[src/common/fnd_defs.vh]
`ifndef FND_DEFS_VH
`define FND_DEFS_VH
`define FND_WORD_BITS 24
`define FND_ADDR_FREQ 2'h0
`define FND_ADDR_OPTIONS 2'h1
`define FND_ADDR_FIXED2 2'h2
`define FND_FREQ_RXTX 23
`define FND_FREQ_BAND 19
`define FND_PCNT_HI 18
`define FND_PCNT_LO 15
`define FND_SWAL_HI 14
`define FND_SWAL_LO 12
`define FND_FRAC_HI 11
`define FND_FRAC_LO 2
`define FND_OPT_DEFSEL 23
`define FND_OPT_FIXED_HI 22
`define FND_OPT_FIXED_LO 7
`define FND_OPT_FIXED 16'h2502
`define FND_OPT_LOCKEN 6
`define FND_OPT_LVL_HI 5
`define FND_OPT_LVL_LO 4
`define FND_OPT_REF_HI 3
`define FND_OPT_REF_LO 2
`define FND_FREQ_RESET 24'h000000
`define FND_OPT_RESET 24'h928109
`define FND_FIXED2_RESET 24'hC87806
`define FND_PRESC_HIGH 4'h8
`define FND_PRESC_LOW 4'h4
`define FND_DEN_RX0 10'h1F8
`define FND_DEN_RX1 10'h240
`define FND_DEN_RX3 10'h208
`define FND_DEN_TL0 10'h276
`define FND_DEN_TL1 10'h2D0
`define FND_DEN_TL3 10'h28A
`define FND_DEN_TH0 10'h237
`define FND_DEN_TH1 10'h288
`define FND_DEN_TH3 10'h249
`endif

[src/fnd_divider_config.v]
`timescale 1ns/100ps
`include "fnd_defs.vh"

// Summary of operation
// - Integer divide is P times programmable plus swallow; P is 8 or 4.
// - Reference divider is 1 for select codes 00/01 and 2 for 10/11.
// - Receive mode denominators are 504, 576, 504, 520.
// - Transmit low band denominators are 630, 720, 630, 650.
// - Transmit high band denominators are 567, 648, 567, 585.
// - Latched word with address 01 loads the options register.
// - Default select bit is only passed out; outputs always decode the programmed words.
// - Lock pin shows filtered lock when enabled, else held low.
// - Two-bit output level picks one of four buffer power steps.
// - Reference select decodes 12.6, 14.4, 25.2, 26.0 MHz.
// - Latched word with address 10 loads fixed register two.
// - 24 bits shift MSB first on rising clock; latch rise commits.
// - Address 00 loads the frequency register with mode and counters.
// - Receive/transmit bit with band select chooses the denominator.
module fnd_divider_config #(
   parameter FILT_LEN = 4
) (
   input wire ref_clk,
   input wire arst_n,
   input wire linkClk,
   input wire linkData,
   input wire latchEnable,
   input wire lockRaw,
   output reg [3:0] prescaler,
   output reg [3:0] programmableCount,
   output reg [2:0] swallowCount,
   output reg [9:0] fractionNumerator,
   output reg [9:0] fractionDenominator,
   output reg [1:0] refDivider,
   output reg [1:0] refFreqSelect,
   output reg [3:0] outputLevel,
   output reg txMode,
   output reg bandSelect,
   output reg defaultSelect,
   output reg lockDetectEnable,
   output reg lockPin,
   output reg [23:0] fixedTwo,
   output reg [23:0] optionsWord,
   output reg [23:0] freqWord
);

   // =====================================================
   // Input synchronisers
   // =====================================================
   // Three stages; a change counts once stages two and three agree.
   reg [2:0] clkSync_reg;
   reg [2:0] datSync_reg;
   reg [2:0] leSync_reg;
   reg [2:0] lockSync_reg;
   reg clkLvl_reg;
   reg datLvl_reg;
   reg leLvl_reg;
   reg lockLvl_reg;

   always @(posedge ref_clk or negedge arst_n) begin
      if (!arst_n) begin
         clkSync_reg <= 3'h0;
         clkLvl_reg <= 1'b0;
      end else begin
         clkSync_reg <= {clkSync_reg[1:0], linkClk};
         if (clkSync_reg[1] == clkSync_reg[2]) begin
            clkLvl_reg <= clkSync_reg[2];
         end
      end
   end

   always @(posedge ref_clk or negedge arst_n) begin
      if (!arst_n) begin
         datSync_reg <= 3'h0;
         datLvl_reg <= 1'b0;
      end else begin
         datSync_reg <= {datSync_reg[1:0], linkData};
         if (datSync_reg[1] == datSync_reg[2]) begin
            datLvl_reg <= datSync_reg[2];
         end
      end
   end

   always @(posedge ref_clk or negedge arst_n) begin
      if (!arst_n) begin
         leSync_reg <= 3'h0;
         leLvl_reg <= 1'b0;
      end else begin
         leSync_reg <= {leSync_reg[1:0], latchEnable};
         if (leSync_reg[1] == leSync_reg[2]) begin
            leLvl_reg <= leSync_reg[2];
         end
      end
   end

   always @(posedge ref_clk or negedge arst_n) begin
      if (!arst_n) begin
         lockSync_reg <= 3'h0;
         lockLvl_reg <= 1'b0;
      end else begin
         lockSync_reg <= {lockSync_reg[1:0], lockRaw};
         if (lockSync_reg[1] == lockSync_reg[2]) begin
            lockLvl_reg <= lockSync_reg[2];
         end
      end
   end

   wire clkRise = (clkSync_reg[1] == clkSync_reg[2]) && clkSync_reg[2] && !clkLvl_reg;
   wire leRise = (leSync_reg[1] == leSync_reg[2]) && leSync_reg[2] && !leLvl_reg;
   // Data passes the same stages as the clock, so sample its agreed copy, else the held level.
   wire datNow = (datSync_reg[1] == datSync_reg[2]) ? datSync_reg[2] : datLvl_reg;

   // =====================================================
   // Shift register and word commit
   // =====================================================
   reg [23:0] shift_reg;

   always @(posedge ref_clk or negedge arst_n) begin
      if (!arst_n) begin
         shift_reg <= 24'h000000;
      end else if (clkRise) begin
         shift_reg <= {shift_reg[22:0], datNow};
      end
   end

   always @(posedge ref_clk or negedge arst_n) begin
      if (!arst_n) begin
         freqWord <= `FND_FREQ_RESET;
         optionsWord <= `FND_OPT_RESET;
         fixedTwo <= `FND_FIXED2_RESET;
      end else if (leRise) begin
         case (shift_reg[1:0])
            `FND_ADDR_FREQ: begin
               freqWord <= shift_reg;
            end
            `FND_ADDR_OPTIONS: begin
               optionsWord <= shift_reg;
            end
            `FND_ADDR_FIXED2: begin
               fixedTwo <= shift_reg;
            end
            default: begin
               freqWord <= freqWord;
            end
         endcase
      end
   end

   // =====================================================
   // Decode functions
   // =====================================================
   // denominator lookup
   function [9:0] denLookup;
      input tx;
      input band;
      input [1:0] sel;
      begin
         if (!tx) begin
            case (sel)
               2'h1: denLookup = `FND_DEN_RX1;
               2'h3: denLookup = `FND_DEN_RX3;
               default: denLookup = `FND_DEN_RX0;
            endcase
         end else if (!band) begin
            case (sel)
               2'h1: denLookup = `FND_DEN_TL1;
               2'h3: denLookup = `FND_DEN_TL3;
               default: denLookup = `FND_DEN_TL0;
            endcase
         end else begin
            case (sel)
               2'h1: denLookup = `FND_DEN_TH1;
               2'h3: denLookup = `FND_DEN_TH3;
               default: denLookup = `FND_DEN_TH0;
            endcase
         end
      end
   endfunction

   // =====================================================
   // Lock filter
   // =====================================================
   // A short run of agreeing samples rejects lock chatter during settling.
   reg [7:0] lockCnt_reg;
   reg lockFilt_reg;
   reg [7:0] lockCnt_next;
   reg lockFilt_next;

   always @* begin
      lockCnt_next = lockCnt_reg + 8'h01;
      lockFilt_next = lockFilt_reg;
      if (lockLvl_reg == lockFilt_reg) begin
         lockCnt_next = 8'h00;
      end else if (lockCnt_reg == FILT_LEN[7:0]) begin
         lockFilt_next = lockLvl_reg;
         lockCnt_next = 8'h00;
      end
   end

   always @(posedge ref_clk or negedge arst_n) begin
      if (!arst_n) begin
         lockCnt_reg <= 8'h00;
         lockFilt_reg <= 1'b0;
      end else begin
         lockCnt_reg <= lockCnt_next;
         lockFilt_reg <= lockFilt_next;
      end
   end

   // =====================================================
   // Output decode
   // =====================================================
   // options field layout
   wire defSel = optionsWord[`FND_OPT_DEFSEL];
   wire ldEn = optionsWord[`FND_OPT_LOCKEN];
   wire [1:0] lvl = optionsWord[`FND_OPT_LVL_HI:`FND_OPT_LVL_LO];
   wire [1:0] rsel = optionsWord[`FND_OPT_REF_HI:`FND_OPT_REF_LO];
   wire tx = freqWord[`FND_FREQ_RXTX];
   wire band = freqWord[`FND_FREQ_BAND];

   // =====================================================
   // Next output values
   // =====================================================
   // All decode sits here so that every decoded output flop sees one clean next value; the word registers load straight from the shift register.
   reg [3:0] prescaler_next;
   reg [3:0] programmableCount_next;
   reg [2:0] swallowCount_next;
   reg [9:0] fractionNumerator_next;
   reg [9:0] fractionDenominator_next;
   reg [1:0] refDivider_next;
   reg [1:0] refFreqSelect_next;
   reg [3:0] outputLevel_next;
   reg txMode_next;
   reg bandSelect_next;
   reg defaultSelect_next;
   reg lockDetectEnable_next;
   reg lockPin_next;

   always @* begin
      prescaler_next = band ? `FND_PRESC_HIGH : `FND_PRESC_LOW;
      programmableCount_next = freqWord[`FND_PCNT_HI:`FND_PCNT_LO];
      swallowCount_next = freqWord[`FND_SWAL_HI:`FND_SWAL_LO];
      fractionNumerator_next = freqWord[`FND_FRAC_HI:`FND_FRAC_LO];
      txMode_next = tx;
      bandSelect_next = band;

      // mode and band pick the denominator
      fractionDenominator_next = denLookup(tx, band, rsel);

      refDivider_next = rsel[1] ? 2'h2 : 2'h1;
      refFreqSelect_next = rsel;

      outputLevel_next = 4'h1 << lvl;
      defaultSelect_next = defSel;
      lockDetectEnable_next = ldEn;

      // lock pin gating
      // The pin stays grounded while disabled, whatever the filter holds.
      lockPin_next = ldEn & lockFilt_reg;
   end

   always @(posedge ref_clk or negedge arst_n) begin
      if (!arst_n) begin
         prescaler <= `FND_PRESC_LOW;
         programmableCount <= 4'h0;
         swallowCount <= 3'h0;
         fractionNumerator <= 10'h000;
         fractionDenominator <= `FND_DEN_RX0;
         refDivider <= 2'h1;
         refFreqSelect <= 2'h0;
         outputLevel <= 4'h1;
         txMode <= 1'b0;
         bandSelect <= 1'b0;
         defaultSelect <= 1'b1;
         lockDetectEnable <= 1'b0;
         lockPin <= 1'b0;
      end else begin
         prescaler <= prescaler_next;
         programmableCount <= programmableCount_next;
         swallowCount <= swallowCount_next;
         fractionNumerator <= fractionNumerator_next;
         fractionDenominator <= fractionDenominator_next;
         refDivider <= refDivider_next;
         refFreqSelect <= refFreqSelect_next;
         outputLevel <= outputLevel_next;
         txMode <= txMode_next;
         bandSelect <= bandSelect_next;
         defaultSelect <= defaultSelect_next;
         lockDetectEnable <= lockDetectEnable_next;
         lockPin <= lockPin_next;
      end
   end

endmodule

[config.mk]
export PLATFORM = sky130hd
export DESIGN_NAME = fnd_divider_config
export DESIGN_NICKNAME = d
export VERILOG_FILES = /design/src/fnd_divider_config.v
export VERILOG_INCLUDE_DIRS = /design/src /design/src/common
export SDC_FILE = /design/constraint.sdc
export NUM_CORES = 1
export LEC_CHECK = 0
export BUFFER_PORTS_ARGS = -buffer_cell sky130_fd_sc_hd__buf_2
export CAP_MARGIN = 20
export CORE_ASPECT_RATIO = 0.75
export CORE_MARGIN = 4
export CORE_UTILIZATION = 43
export DETAILED_ROUTE_END_ITERATION = 8
export PLACE_DENSITY = 0.69
export SETUP_SLACK_MARGIN = 0.15
export SLEW_MARGIN = 20
export SYNTH_ARGS = -nofsm -noshare
export SYNTH_HDL_FRONTEND = slang
export SYNTH_SLANG_ARGS = --single-unit
[constraint.sdc]
create_clock -name ref_clk -period 4.05 [get_ports ref_clk]
set_clock_uncertainty 0.15 [all_clocks]
set_input_delay 0.2025 -clock ref_clk [delete_from_list [all_inputs] [get_ports ref_clk]]
set_output_delay 0.2025 -clock ref_clk [all_outputs]
set_load 0.02 [all_outputs]
# Word-level counts from Yosys, hierarchy flattened
# Index checks and enable logic that the tools add are counted.
dict set report op_classes {
  n_mux 10
  addsub 1
  n_bitwise 2
  n_eq_ne 10
  shifts 1
  n_reduce_logical 11
}
# op n
set ops {}
lappend ops {{8-bit case mux with 2 select lines} 2}
lappend ops {{10-bit 2-to-1 mux} 2}
lappend ops {{10-bit case mux with 2 select lines} 1}
lappend ops {{8-bit 2-to-1 mux} 2}
lappend ops {{8-bit by 1-bit adder with 8-bit output (second input constant)} 1}
lappend ops {{8-bit by 3-bit equality test with 1-bit output (second input constant)} 1}
lappend ops {{2-bit AND reduction} 4}
lappend ops {{1-bit equality test} 5}
lappend ops {{2-bit by 1-bit equality test with 1-bit output (second input constant)} 2}
lappend ops {{2-bit equality test (second input constant)} 2}
lappend ops {{1-bit logical AND} 4}
lappend ops {{4-bit 2-to-1 mux} 1}
lappend ops {{1-bit by 2-bit left shift with 4-bit output (first input constant)} 1}
lappend ops {{1-bit logical NOT} 2}
lappend ops {{2-bit logical NOT} 1}
lappend ops {{2-bit 2-to-1 mux} 1}
lappend ops {{1-bit AND} 1}
lappend ops {{1-bit 2-to-1 mux} 1}
lappend ops {{1-bit NOT} 1}
dict set report word_totals {
  ff_bits 165
  output_inout_bits 116
  wordCells 62
  inputBits 6
}

# Depth between registers and ports, before layout
dict set report depth {
  depth_word 4
  ltp_mapped 5
  ltp_nobuf 4
}

# Worst setup path before layout
# Ideal clock, no wire load.
dict set report synth_timing {
  path_type {reg2reg}
  startpoint {register leSync_reg[1]}
  endpoint {register fixedTwo[15]}
  path_slack_ns 2.331
  period_less_slack_ns 1.719
  t_arrival_ns 1.444
  stages_incl_launch_ff 6
  path_buffers 1
  cell_sequence {dfrtp_1 -> ha_1 -> nand2b_4 -> nor3b_4 -> buf_4 -> mux2_2}
}
dict set report synth_between {
  elab_chain_cells 4
}
# item line_no
set synth_lines {}
lappend synth_lines {{start, declared} fnd_divider_config.v:52} ;# reg [2:0] leSync_reg;
lappend synth_lines {{start signal, assigned} fnd_divider_config.v:88} ;# leSync_reg <= {leSync_reg[1:0], latchEnable};
lappend synth_lines {{1-bit equality test} fnd_divider_config.v:108} ;# wire leRise = (leSync_reg[1] == leSync_reg[2]) && leSync_reg[2] && !leLvl_reg;
lappend synth_lines {{1-bit logical AND (2 in a row)} fnd_divider_config.v:108}
lappend synth_lines {{2-bit AND reduction (no line)} --}
lappend synth_lines {{end signal, assigned} fnd_divider_config.v:129} ;# fixedTwo <= `FND_FIXED2_RESET;
lappend synth_lines {{end signal, assigned} fnd_divider_config.v:139} ;# fixedTwo <= shift_reg;
lappend synth_lines {{end, declared} fnd_divider_config.v:41} ;# output reg [23:0] fixedTwo,
# Every way passes these cells.
# A chain may end at the register's enable or synchronous reset.

# Worst setup path after layout
dict set report layout_timing {
  startpoint {register leSync_reg[2]}
  endpoint {register freqWord[4]}
}
dict set report layout_between {
  elab_chain_cells 4
}
# item line_no
set layout_lines {}
lappend layout_lines {{1-bit equality test} fnd_divider_config.v:108}
lappend layout_lines {{1-bit logical AND (*) (2 in a row)} fnd_divider_config.v:108}
lappend layout_lines {{2-bit AND reduction (no line) (*)} --}
lappend layout_lines {{end signal, assigned} fnd_divider_config.v:127} ;# freqWord <= `FND_FREQ_RESET;
lappend layout_lines {{end signal, assigned} fnd_divider_config.v:133} ;# freqWord <= shift_reg;
lappend layout_lines {{end signal, assigned} fnd_divider_config.v:142} ;# freqWord <= freqWord;
lappend layout_lines {{end, declared} fnd_divider_config.v:43} ;# output reg [23:0] freqWord
# Mark *: on every way between the ends. The rest lies on a longest branch, timed or not.

==> qor.yml <==
drtPass1Iterations: 3
synth.largest_area_cell: "dfrtp_1"
synth_top_area_share: 0.5917
fin_area_mm2: 0.007147
p_leak_nw: 3.706
dpl_cell_area_mm2: 0.006472
grt_pass1_wl_mm: 18.38
synth_cell_types: 33
grt.total_usage: 0.1571
drive_gt1_frac: 0.5703
remaining_drc_errors: 0
grt.overflow.total: 0
clk_pin_slew_ps: 60
detailedPlacementHpwl_mm: 7.278
io_pins: 122
postRouteAntennaNets: 0
cap_violations: 0
p_per_area_mw_per_mm2: 622.1
fin_setup_tns_ps: 0
mostFrequentLayoutCells: "dfrtp_1, buf_2, mux2_2"
hold_viol_final: 0
async_reset_ff_frac: 1.000
layout_commonest_cell: "dfrtp_1"
wire_per_inst_um: 16.76
syn_inst: 344
rsz0062_at_grt: "no"
grt_antenna_before_repair: 0
top_usage_layer: "met2"
die_x_um: 141.1
fp-row-count: 36
synth-main-ff-cell: "dfrtp_1"
cts_tree: "built"
hold_path_class: "flop to flop"
pre_cts_ws_ps: 1944
clk_latency_ps: 420
crit_required_ps: 4190
grtUsageMet1: 0.2217
vias_per_cell: 4.787
crit_arrival_ps: 2180
path_max_fanout: 14
slew_headroom: 0.4198
yosysSeqAreaShare: 0.7114
die_y_um: 107.8
cts_buffers: 17
end_kind: "flop"
path_class: "flop to flop"
vias: 3169
routed_wl_mm: 11.10
cts_buffer_depth: 2
cts_setup_buffers: 0
die-area_mm2: 0.01520
cts-root-buf: "clkbuf_16"
fill_cells: 1116
vdd_drop_max_v: 0.0003706
ys_ff_latch: 161
rrSetupSlack_ps: 2010
worst_slack_ps: 2011
worstMarginPinSlew_ps: 870.3
drv_slew: 0
cts.sinks: 161
status: "complete, no violations"
port-buffer-count: 119
grt_max_degree: 112
ys_warn_count: 0
final_nets: 488
period_needed_ps: 2039
synth_edf_count: 0
htree_levels: 4
grt_pass1_vias: 3420
start_util: 0.4401
utilization: 0.5509
setup_viol: 0
antenna_cells: 0
drt_iter0_drc: 102
area.growth.synth_to_final_pct: 25.18
fin_crit_sh: 0.5035
gp_congestion: 0.6996
grtUsageMet3: 0.03996
core_mm2: 0.01297
use_met2: 0.2333
netlist_area_mm2: 0.005709
synthTopCellsByArea: "dfrtp_1, mux2_2, dfstp_2"
syn_avg_cell_area_um2: 16.60
fmax_mhz: 490.4
start_kind: "flop"
[power breakdown]
part	internal, mW	total (mW)	leakage (nW)	switching [mW]
combinational	0.290	0.720	1.32	0.430
sequential	1.87	2.05	2.09	0.181
clock	1.07	1.67	0.298	0.609
[worst max-delay path, stage by stage (launching register included)]
cell and delay, ps:
dfrtp_1 350, ha_1 190, nand2b_4 100, nor3_4 430
buf_4 330, mux2_2 360
[synthesized netlist by cell type, types with 2 or more instances]
master and n:
a21oi_1 7, and2_1 3, buf_2 2, buf_4 11
dfrtp_1 135, dfstp_2 26, ha_1 4, inv_1 9
maj3_1 2, mux2_2 92, nand2_1 7, nand3_1 4
nand4_1 2, nor2_1 4, nor2b_1 8, nor3b_4 2
o21ai_0 5, or2_2 3, or3_1 3, xnor2_1 2
[stage by stage]
stage / hold WS, ps / cells / power, mW
2_1_floorplan: -243.1 / 345 / 2.517
3_3_place_gp: 163.1 / 625 / 2.788
3_5_place_dp: 167.6 / 625 / 2.813
4_1_cts: 202.6 / 662 / 4.514
5_1_grt: 221.0 / 662 / 4.662
6_report: 197.9 / 662 / 4.446
[worst paths after layout]
| kind | startpoint | depth (start not counted) | endpoint |
|---|---|---|---|
| setup / recovery | leSync_reg[2] | 5 | freqWord[4] |
| hold / removal | lockSync_reg[0] | 0 | lockSync_reg[1] |
| setup reg to reg | leSync_reg[2] | 5 | freqWord[4] |
| hold reg to reg | lockSync_reg[0] | 0 | lockSync_reg[1] |
| min in group asynchronous | arst_n | 2 | fractionDenominator[0] |
| max in group asynchronous | arst_n | 3 | fixedTwo[19] |
[repair_timing]
item,4_1_cts,5_1_grt
gates resized for setup,0,0
hold buffers,5,0
endpoints found under the hold margin,97,0
[metal layers]
layer | up-vias | part of all wire
met5 | - | 0
met4 | 0 | 0.018
met3 | 15 | 0.043
met2 | 66 | 0.47
met1 | 1634 | 0.47
li1 | 1454 | -
[layout make-up]
cell class | count | area [um^2] | share of cell area
well taps | 171 | 214.0 | 0.02994
clock inverters | 9 | 153.9 | 0.02153
flip-flops and latches | 161 | 4061 | 0.5683
inverters | 9 | 33.78 | 0.004727
clock buffers | 23 | 467.9 | 0.06548
multi-input cells | 160 | 1524 | 0.2132
repair buffers | 129 | 691.9 | 0.09681
[kinds of logic (layout without fill, tap and decap cells)]
kind of cell | Yosys count | after routing | synth area share
AO/OA/AOI/OAI | 17 | 17 | 0.01841
XOR/XNOR | 3 | 3 | 0.004603
adder cells (fa/ha/maj) | 6 | 6 | 0.01227
buffers and inverters | 24 | 170 | 0.02476
flip-flops | 161 | 161 | 0.7114
multiplexers | 93 | 93 | 0.1834
other | 1 | 2 | 0.0006568
AND/OR/NAND/NOR | 39 | 39 | 0.04449
Note: power is estimated with default switching activity, not from simulation.
